## config.mk

```make
export PLATFORM = sky130hd
export DESIGN_NAME = uart_cfg_flags
export DESIGN_NICKNAME = d
export VERILOG_FILES = /design/src/hdl/uart_cfg_pkg.sv /design/src/hdl/flag_bank.sv /design/src/hdl/rx_condition.sv /design/src/hdl/uart_cfg_flags.sv
export SDC_FILE = /design/constraint.sdc
export NUM_CORES = 1
export LEC_CHECK = 0
export ABC_AREA = 1
export BUFFER_PORTS_ARGS = -buffer_cell sky130_fd_sc_hd__buf_2
export CORE_MARGIN = 5
export CORE_UTILIZATION = 50
export DETAILED_ROUTE_END_ITERATION = 8
export GPL_TIMING_DRIVEN = 0
export PLACE_DENSITY_LB_ADDON = 0.05
export SETUP_SLACK_MARGIN = 0.1
export SLEW_MARGIN = 20
export SYNTH_ARGS = -nofsm -noshare
export SYNTH_HDL_FRONTEND = slang
export SYNTH_SLANG_ARGS = --single-unit
```

## constraint.sdc

```tcl
create_clock -name mclk_i -period 4.9 [get_ports mclk_i]
set_clock_uncertainty 0.1 [all_clocks]
set_input_delay 0.49 -clock mclk_i [delete_from_list [all_inputs] [get_ports mclk_i]]
set_output_delay 0.49 -clock mclk_i [all_outputs]
set_load 0.02 [all_outputs]
```

## src/hdl/uart_cfg_pkg.sv

```systemverilog
// Constants, field layout and carrier types of the serial port control block
// Notes on behaviour
// - With run-during-overflow set, receiver keeps syncing after overflow; else it halts.
// - Receive polarity set inverts RX so the idle level is low.
// - Stop field: 00 one, 01 one and half, 1x two; 10 checks both.
// - All modes send chosen stops; only DMX and DALI receivers check two.
// - In LIN, checksum mode 1 adds identifier to sum; 0 leaves it out.
// - Outside LIN, checksum mode 1 accumulates all characters; 0 disables it.
// - Transmit polarity set inverts all output data, TX idles low.
// - Flow field: 00 none, 01 software, 10 hardware handshake, 11 reserved.
// - Shift empty flag sets at end of stop, clears while sending, resets 1.
// - In LIN and parity modes, parity flag shows head byte parity error.
// - Parity flag shows forward frame in DALI device, address in address mode.
// - Auto-baud overflow: measurement counter in DALI, baud generator otherwise.
// - Checksum/stop flag: checksum error in LIN, stop bit detected in DALI.
// - Framing flag shows head receive byte framing error.
// - Break detected on receive line sets break flag.
// - Character arriving with receive FIFO full sets overflow flag.
// - Transmitted word differing from word received meanwhile sets collision flag.
// - Each error flag has enable at same position gating the request.
// - With wake-up enabled, RX idle-to-active sets wake flag and request.
// - Auto-baud done sets flag; requests only when its enable is set.
// - LIN master: identifier write during active master process sets write error.
// - Transmit write while transmit FIFO full sets write error, every mode.
// - Wake-up waits for falling RX, sets wake flag and clears its enable, then raises request.
package uart_cfg_pkg;
    // ----------------------------------------
    // Register offsets
    // ----------------------------------------
    localparam int ADDR_W = 8;
    localparam logic [7:0] OFS_LINE = 8'h00;
    localparam logic [7:0] OFS_ERRF = 8'h04;
    localparam logic [7:0] OFS_ERRE = 8'h08;
    localparam logic [7:0] OFS_GINT = 8'h0c;
    localparam logic [7:0] OFS_BUF = 8'h10;
    localparam logic [7:0] OFS_CTRL = 8'h14;
    // ----------------------------------------
    // Field positions
    // ----------------------------------------
    localparam int LC_RUN = 7;
    localparam int LC_RECEIVE_POLARITY = 6;
    localparam int LC_STP = 4;
    localparam int LC_CSUM = 3;
    localparam int LC_TRANSMIT_POLARITY = 2;
    localparam int LC_FLO = 0;
    localparam int GI_AUTOBAUD_DONE_ENABLE = 2;
    localparam int BS_STPMD = 6;
    localparam int CT_WUE = 4;
    localparam int SK_COLL = 0;
    localparam int SK_OVF = 1;
    localparam int SK_BRK = 2;
    localparam int SK_TX_WRITE_ERROR = 3;
    localparam int SK_CSUM = 4;
    localparam int SK_AUTOBAUD_OVERFLOW_FLAG = 5;
    localparam int SK_ABD = 6;
    localparam int SK_WAKE = 7;
    // ----------------------------------------
    // Reset values and codes
    // ----------------------------------------
    localparam logic [7:0] LINE_RST = 8'h00;
    localparam logic [7:0] STICKY_RST = 8'h00;
    localparam logic TXMT_RST = 1'b1;
    localparam logic [3:0] MODE_ADDR = 4'h4;
    localparam logic [3:0] MODE_PAR_ODD = 4'h2;
    localparam logic [3:0] MODE_PAR_EVEN = 4'h3;
    localparam logic [3:0] MODE_DALI_DEV = 4'h8;
    localparam logic [3:0] MODE_DALI_GEAR = 4'h9;
    localparam logic [3:0] MODE_DMX = 4'ha;
    localparam logic [3:0] MODE_LIN_SLAVE = 4'hb;
    localparam logic [3:0] MODE_LIN_MASTER = 4'hc;
    localparam logic [1:0] STP_TWO_BOTH = 2'b10;
    localparam logic [1:0] FLO_SW = 2'b01;
    localparam logic [1:0] FLO_HW = 2'b10;
    // ----------------------------------------
    // Carrier types
    // ----------------------------------------
    typedef struct packed {
        logic char_done;
        logic fifo_full;
        logic brk;
        logic word_done;
        logic [8:0] tx_word;
        logic [8:0] rx_word;
        logic head_parity;
        logic head_frame;
        logic head_forward;
        logic head_address;
    } rx_ev_s;
    typedef struct packed {
        logic shift_active;
        logic stop_done;
        logic write;
        logic fifo_full;
        logic param_write;
        logic master_active;
    } tx_ev_s;
    typedef struct packed {
        logic abd_done;
        logic brg_ovf;
        logic meas_ovf;
        logic csum_err;
        logic dali_stop;
    } misc_ev_s;
    typedef struct packed {
        logic txbe;
        logic txbf;
        logic rxidl;
        logic xon;
        logic rxbe;
        logic rxbf;
    } buf_st_s;
    typedef struct packed {
        logic [3:0] mode;
        logic rx_halt;
        logic [1:0] tx_stop;
        logic rx_two_stop;
        logic csum_pid;
        logic csum_acc;
        logic sw_flow;
        logic hw_flow;
        logic stpmd;
    } cfg_s;
endpackage

```

## src/hdl/flag_bank.sv

```systemverilog
// Sticky flags that hardware sets and software clears
`timescale 1ns/10ps
module flag_bank #(
    parameter int W = 8,
    parameter logic [W-1:0] RST = '0
) (
    input wire logic mclk_i,
    input wire logic rst_i,
    input wire logic [W-1:0] set_i,
    input wire logic [W-1:0] clr_i,
    output logic [W-1:0] q_o
);
    // ----------------------------------------
    // One flag per bit, set wins over clear
    // ----------------------------------------
    genvar i;
    generate
        for (i = 0; i < W; i++) begin : g_flag
            logic next_q;
            always_comb begin
                next_q = set_i[i] | (q_o[i] & ~clr_i[i]);
            end
            always_ff @(posedge mclk_i or posedge rst_i) begin
                if (rst_i) begin
                    q_o[i] <= RST[i];
                end else begin
                    q_o[i] <= next_q;
                end
            end
        end
    endgenerate
endmodule

```

## src/hdl/rx_condition.sv

```systemverilog
// Receive line polarity and falling edge detection
`timescale 1ns/10ps
module rx_condition (
    input wire logic mclk_i,
    input wire logic rst_i,
    input wire logic rx_i,
    input wire logic invert_i,
    output logic rx_o,
    output logic fall_o
);
    logic next_rx;
    logic next_fall;
    // ----------------------------------------
    // Idle is high after correction
    // ----------------------------------------
    always_comb begin
        next_rx = rx_i ^ invert_i;
        next_fall = rx_o & ~next_rx;
    end
    always_ff @(posedge mclk_i or posedge rst_i) begin
        if (rst_i) begin
            rx_o <= 1'b1;
            fall_o <= 1'b0;
        end else begin
            rx_o <= next_rx;
            fall_o <= next_fall;
        end
    end
endmodule

```

## src/hdl/uart_cfg_flags.sv

```systemverilog
// Serial port line control, error flags, enables and buffer status
`timescale 1ns/10ps
module uart_cfg_flags (
    input wire logic mclk_i,
    input wire logic rst_i,
    input wire logic psel_i,
    input wire logic penable_i,
    input wire logic pwrite_i,
    input wire logic [uart_cfg_pkg::ADDR_W-1:0] paddr_i,
    input wire logic [31:0] pwdata_i,
    output logic [31:0] prdata_o,
    output logic pready_o,
    output logic pslverr_o,
    input wire logic rx_i,
    input wire logic tx_data_i,
    input wire uart_cfg_pkg::rx_ev_s rx_ev_i,
    input wire uart_cfg_pkg::tx_ev_s tx_ev_i,
    input wire uart_cfg_pkg::misc_ev_s misc_ev_i,
    input wire uart_cfg_pkg::buf_st_s buf_i,
    output logic rx_o,
    output logic tx_o,
    output uart_cfg_pkg::cfg_s cfg_o,
    output logic peripheral_interrupt_request_o
);
    import uart_cfg_pkg::*;

    logic [7:0] line_control, next_line_control;
    logic [7:0] error_enables, next_error_enables;
    logic abd_done_enable, next_abd_done_enable;
    logic stpmd, next_stpmd;
    logic [3:0] mode, next_mode;
    logic wake_up_enable, next_wake_up_enable;
    logic tx_shift_empty_flag, next_tx_shift_empty_flag;
    logic [7:0] sticky, sticky_set, sticky_clr;
    logic rx_fall;
    logic is_lin, is_dali, is_dmx, is_par;
    logic parity_flag, framing_flag;
    logic wr, access, mapped;
    logic [7:0] err_view, rdata;
    logic [31:0] next_prdata;
    logic next_pready, next_pslverr, next_tx, next_irq;
    cfg_s next_cfg;

    // ----------------------------------------
    // Receive line conditioning
    // ----------------------------------------
    rx_condition u_rx (
        .mclk_i(mclk_i),
        .rst_i(rst_i),
        .rx_i(rx_i),
        .invert_i(line_control[LC_RECEIVE_POLARITY]),
        .rx_o(rx_o),
        .fall_o(rx_fall)
    );

    // ----------------------------------------
    // Mode decode
    // ----------------------------------------
    always_comb begin
        is_lin = (mode == MODE_LIN_MASTER) || (mode == MODE_LIN_SLAVE);
        is_dali = (mode == MODE_DALI_DEV) || (mode == MODE_DALI_GEAR);
        is_dmx = (mode == MODE_DMX);
        is_par = (mode == MODE_PAR_ODD) || (mode == MODE_PAR_EVEN);
    end

    // ----------------------------------------
    // Bus decode
    // ----------------------------------------
    always_comb begin
        access = psel_i & penable_i;
        wr = access & pwrite_i & pready_o;
        case (paddr_i)
            OFS_LINE, OFS_ERRF, OFS_ERRE, OFS_GINT, OFS_BUF, OFS_CTRL: begin
                mapped = 1'b1;
            end
            default: begin
                mapped = 1'b0;
            end
        endcase
    end

    // ----------------------------------------
    // Head-of-buffer status flags
    // ----------------------------------------
    always_comb begin
        parity_flag = 1'b0;
        if (is_lin || is_par) begin
            parity_flag = rx_ev_i.head_parity & ~buf_i.rxbe;
        end else if (mode == MODE_DALI_DEV) begin
            parity_flag = rx_ev_i.head_forward & ~buf_i.rxbe;
        end else if (mode == MODE_ADDR) begin
            parity_flag = rx_ev_i.head_address & ~buf_i.rxbe;
        end
        framing_flag = rx_ev_i.head_frame & ~buf_i.rxbe;
        err_view = {tx_shift_empty_flag, parity_flag, sticky[SK_AUTOBAUD_OVERFLOW_FLAG], sticky[SK_CSUM],
                    framing_flag, sticky[SK_BRK], sticky[SK_OVF], sticky[SK_COLL]};
    end

    // ----------------------------------------
    // Sticky event flags
    // ----------------------------------------
    always_comb begin
        sticky_set = 8'h00;
        sticky_clr = 8'h00;
        sticky_set[SK_COLL] = rx_ev_i.word_done && (rx_ev_i.tx_word != rx_ev_i.rx_word);
        sticky_set[SK_OVF] = rx_ev_i.char_done & rx_ev_i.fifo_full;
        sticky_set[SK_BRK] = rx_ev_i.brk;
        sticky_set[SK_TX_WRITE_ERROR] = (tx_ev_i.write & tx_ev_i.fifo_full)
            | ((mode == MODE_LIN_MASTER) & tx_ev_i.param_write & tx_ev_i.master_active);
        sticky_set[SK_CSUM] = (is_lin & misc_ev_i.csum_err) | (is_dali & misc_ev_i.dali_stop);
        sticky_set[SK_AUTOBAUD_OVERFLOW_FLAG] = is_dali ? misc_ev_i.meas_ovf : misc_ev_i.brg_ovf;
        sticky_set[SK_ABD] = misc_ev_i.abd_done;
        sticky_set[SK_WAKE] = wake_up_enable & rx_fall;
        if (wr) begin
            case (paddr_i)
                OFS_ERRF: begin
                    sticky_clr[SK_AUTOBAUD_OVERFLOW_FLAG] = ~pwdata_i[5];
                    sticky_clr[SK_CSUM] = ~pwdata_i[4];
                    sticky_clr[SK_BRK] = ~pwdata_i[2];
                    sticky_clr[SK_OVF] = ~pwdata_i[1];
                    sticky_clr[SK_COLL] = ~pwdata_i[0];
                end
                OFS_GINT: begin
                    sticky_clr[SK_WAKE] = ~pwdata_i[7];
                    sticky_clr[SK_ABD] = ~pwdata_i[6];
                end
                OFS_BUF: begin
                    sticky_clr[SK_TX_WRITE_ERROR] = ~pwdata_i[7];
                end
                default: begin
                    sticky_clr = 8'h00;
                end
            endcase
        end
    end

    flag_bank #(
        .W(8),
        .RST(STICKY_RST)
    ) u_flags (
        .mclk_i(mclk_i),
        .rst_i(rst_i),
        .set_i(sticky_set),
        .clr_i(sticky_clr),
        .q_o(sticky)
    );

    // ----------------------------------------
    // Control registers
    // ----------------------------------------
    always_comb begin
        next_line_control = line_control;
        next_error_enables = error_enables;
        next_abd_done_enable = abd_done_enable;
        next_stpmd = stpmd;
        next_mode = mode;
        next_wake_up_enable = wake_up_enable;
        if (wr) begin
            case (paddr_i)
                OFS_LINE: next_line_control = pwdata_i[7:0];
                OFS_ERRE: next_error_enables = pwdata_i[7:0];
                OFS_GINT: next_abd_done_enable = pwdata_i[GI_AUTOBAUD_DONE_ENABLE];
                OFS_BUF: next_stpmd = pwdata_i[BS_STPMD];
                OFS_CTRL: begin
                    next_mode = pwdata_i[3:0];
                    next_wake_up_enable = pwdata_i[CT_WUE];
                end
                default: next_mode = mode;
            endcase
        end
        if (wake_up_enable & rx_fall) begin
            next_wake_up_enable = 1'b0;
        end
        next_tx_shift_empty_flag = tx_shift_empty_flag;
        if (tx_ev_i.stop_done) begin
            next_tx_shift_empty_flag = 1'b1;
        end else if (tx_ev_i.shift_active) begin
            next_tx_shift_empty_flag = 1'b0;
        end
    end

    always_ff @(posedge mclk_i or posedge rst_i) begin
        if (rst_i) begin
            line_control <= LINE_RST;
            error_enables <= 8'h00;
            abd_done_enable <= 1'b0;
            stpmd <= 1'b0;
            mode <= 4'h0;
            wake_up_enable <= 1'b0;
            tx_shift_empty_flag <= TXMT_RST;
        end else begin
            line_control <= next_line_control;
            error_enables <= next_error_enables;
            abd_done_enable <= next_abd_done_enable;
            stpmd <= next_stpmd;
            mode <= next_mode;
            wake_up_enable <= next_wake_up_enable;
            tx_shift_empty_flag <= next_tx_shift_empty_flag;
        end
    end

    // ----------------------------------------
    // Framer configuration and outputs
    // ----------------------------------------
    always_comb begin
        next_cfg.mode = mode;
        next_cfg.rx_halt = sticky[SK_OVF] & ~line_control[LC_RUN];
        next_cfg.tx_stop = line_control[LC_STP+:2];
        next_cfg.rx_two_stop = (line_control[LC_STP+:2] == STP_TWO_BOTH) & (is_dmx | is_dali);
        next_cfg.csum_pid = is_lin & line_control[LC_CSUM];
        next_cfg.csum_acc = ~is_lin & line_control[LC_CSUM];
        next_cfg.sw_flow = (line_control[LC_FLO+:2] == FLO_SW);
        next_cfg.hw_flow = (line_control[LC_FLO+:2] == FLO_HW);
        next_cfg.stpmd = stpmd;
        next_tx = tx_data_i ^ line_control[LC_TRANSMIT_POLARITY];
        next_irq = (|(err_view & error_enables)) | sticky[SK_WAKE]
            | (sticky[SK_ABD] & abd_done_enable);
    end

    always_ff @(posedge mclk_i or posedge rst_i) begin
        if (rst_i) begin
            cfg_o <= '0;
            tx_o <= 1'b1;
            peripheral_interrupt_request_o <= 1'b0;
        end else begin
            cfg_o <= next_cfg;
            tx_o <= next_tx;
            peripheral_interrupt_request_o <= next_irq;
        end
    end

    // ----------------------------------------
    // Bus answer
    // ----------------------------------------
    always_comb begin
        case (paddr_i)
            OFS_LINE: rdata = line_control;
            OFS_ERRF: rdata = err_view;
            OFS_ERRE: rdata = error_enables;
            OFS_GINT: rdata = {sticky[SK_WAKE], sticky[SK_ABD], 3'b000, abd_done_enable, 2'b00};
            OFS_BUF: rdata = {sticky[SK_TX_WRITE_ERROR], stpmd, buf_i.txbe, buf_i.txbf,
                              buf_i.rxidl, buf_i.xon, buf_i.rxbe, buf_i.rxbf};
            OFS_CTRL: rdata = {3'b000, wake_up_enable, mode};
            default: rdata = 8'h00;
        endcase
        next_pready = access & ~pready_o;
        next_pslverr = access & ~pready_o & ~mapped;
        next_prdata = prdata_o;
        if (access & ~pready_o & ~pwrite_i) begin
            next_prdata = {24'h000000, rdata};
        end
    end

    always_ff @(posedge mclk_i or posedge rst_i) begin
        if (rst_i) begin
            prdata_o <= 32'h00000000;
            pready_o <= 1'b0;
            pslverr_o <= 1'b0;
        end else begin
            prdata_o <= next_prdata;
            pready_o <= next_pready;
            pslverr_o <= next_pslverr;
        end
    end
endmodule

```

==> results.md <==
- Ant diodes: 0
- Initial antenna violation count: 0
- Seq/Total Area, Yosys: 47.66%
- Clk_lat worst skew: 0.35 ns
- Status: completed
- Clock sink total: 59
- CP max FO: 2
- Worst setup startpoint: u_rx.rx_o
- Die X: 88.81 um
- Setup tns final: 0 ns
- Root Buffer: clkbuf_8
- Pwr/cell area: 267.6 nW/um^2
- Final setup violation count: 0
- Cells after synthesis: 368
- Maximum vdd ir drop: 0.1780 mV
- Synth top area cells: dfrtp_1 45%, nand2_1 12%, buf_4 5.8%, nand3_1 5.6%, inv_1 4.2%
- Final period utilization: 32.99%
- TritonCTS buffer count: 9
- Reported max-cap violation count: 0
- CP delay by family, top: flip-flops
- Clk buf depth: 2
- WL/cell: 13.66 um
- Fin nets: 585
- Setup bufs post-CTS: 0
- Post-synth cell types: 32
- Overflow after GRT: 0
- Post-synth EDFFs: 0
- Fillers: 540
- Core area: 5991 um^2
- Leak: 0.002222 uW
- Worst Setup Path Type: reg2out
- Critical-path cell list: buf_2
- Gr usage total: 21.67%
- HP Class: in2reg
- Layout cell share with drive strength beyond 1: 34.20%
- Area of the multi-input gates: 1348 um^2
- Routability cong.: 0.8629
- First-pass GRT wire length: 12840 um
- Yosys warning total: 0
- Crit. End Element: output pin
- Min Tclk post-route: 1.616 ns
- Clk slew on worst S/H paths: 0.06 ns
- H-tree depth: 3
- CTS tree: done
- Vias: 2774
- Vias in the first global route: 2743
- Die height: 88.81 um
- Mapped cell area: 3105 um^2
- Data required time of the worst path: 4.31 ns
- Largest area contributor in the netlist: dfrtp_1
- Worst R2R Start: mode[1]
- Highest-delay cell along the critical path: dfstp_2
- Number of synthesized register bits: 59
- Worst hold start: tx_ev_i[5]
- First-pass iteration count of the detailed router: 4
- Initial drt markers: 195
- DP HPWL: 6076 um
- Reg area: 1480 um^2
- Worst slack at placement: 3.120 ns
- Share of the synthesized area in the top cell type: 45.12%
- Synth Area per Inst: 8.439 um^2
- Boundary Pins: 140
- Final WS setup: 3.284 ns
- Power consumption: 1062 uW
- P&R area growth vs syn: 27.76%
- Largest net degree at the start of global routing: 40
- CP Buf/Inv Count: 1
- IO Port Bufs: 91
- Count of pins over their slew limit: 0
- Vias per cell: 4.824
- Hold Vio Cnt, Final: 0
- Slowest stage delay, CP: 0.53 ns
- Routed WL: 7853 um
- Worst Path Arrival: 1.03 ns
- Die area: 7887 um^2
- RSZ-0062 raised after global routing: no
- Commonest register cell after synthesis: dfrtp_1
- Fmax: 0.6186 GHz
- DRC: 0
- Post-synth ARST share: 100.0%
- Antenna viol nets, final: 0
- CP Launch Type: register
- Starting Density: 51.84%
- Rows: 28
==> timing repair <==
action	in CTS	in global routing
hold buffers	1	0
endpoints found under the hold margin	19	0
resized for setup	0	0
==> registers in the layout, summed over array words and instances (netlist names), 4 cells and up <==
name and cells:
u_flags.q_o 8, mode 4, error_enables 8, line_control 8
cfg_o 13, prdata_o 8
==> area by class of cell <==
class / count / share of cell area (%)
multi-input combinational: 267 / 33.96
sequential: 59 / 37.31
inverter: 36 / 3.595
tap: 75 / 2.365
clock inverter: 5 / 1.325
clock buffer: 11 / 3.564
timing repair buffer: 93 / 12.24
buffer: 29 / 5.645
==> cell families after synthesis <==
kind of cell	synth area share [%]
other	0.1208
DFF	47.66
buffers and inverters	11.72
xor gates and xnor gates	3.103
and+or+nand+nor	28.85
AOI/OAI and AO/OA	8.542
==> layer usage <==
metal,global-route usage (%),part of all wire (%)
met2,34.08,46
met1,29.05,43
met3,4.004,9.2
met4,10.03,1.8
met5,0,0
==> Yosys cell counts (2+ instances only) <==
library cell	count
xor2_1	9
xnor2_1	2
nor2_2	5
nand2_1	100
nor2_4	4
dfstp_2	3
nor2_1	20
nand4_1	3
o21ai_1	13
nand2_2	6
buf_4	24
nor2_8	2
o21ai_0	17
dfrtp_1	56
buf_6	3
nand3b_1	2
o21ai_2	9
nand3_1	35
nand2_4	2
inv_1	35
nor3_1	4
a21oi_1	4
==> power breakdown <==
part / switching (uW) / internal [uW] / total, uW
combinational: 72.9 / 49.2 / 122
sequential: 3.32 / 494 / 498
clock: 196 / 246 / 442
total: 272 / 789 / 1060
==> through the flow <==
step / cell area (um^2) / std cells / utilization, % / hold slack (ns)
final: 3968 / 575 / 66.23 / 0.1854
after global routing: 3968 / 575 / 66.23 / 0.1847
after CTS: 3968 / 575 / 66.23 / 0.1752
after detailed placement: 3764 / 558 / 62.82 / 0.2665
after global placement: 3741 / 557 / 62.45 / 0.2606
after floorplan: 3192 / 391 / - / 0.2529
==> placed cells by master (no fill, tap or decap), types with 3 or more instances in the layout <==
master	instances
buf_4	24
clkbuf_8	10
buf_2	92
nand2_2	6
inv_1	34
conb_1	24
dfstp_2	3
nor2_4	4
nand4_1	3
o21ai_2	9
nor2_2	5
nand2_1	100
nor2_1	20
xor2_1	9
o21ai_0	17
o21ai_1	13
nor3_1	4
buf_6	3
dfrtp_1	56
nand3_1	35
a21oi_1	4
clkinv_2	3
==> worst paths after layout <==
kind / slack, ns / end / depth (start not counted)
max: 3.28 / rx_o / 1
min: 0.19 / tx_shift_empty_flag / 2
max reg2reg: 3.47 / prdata_o[6] / 11
min reg2reg: 0.28 / cfg_o[10] / 0
max in group asynchronous: 3.60 / tx_shift_empty_flag / 4
min in group asynchronous: 0.53 / cfg_o[9] / 3
(Power assumes the default switching activity.)
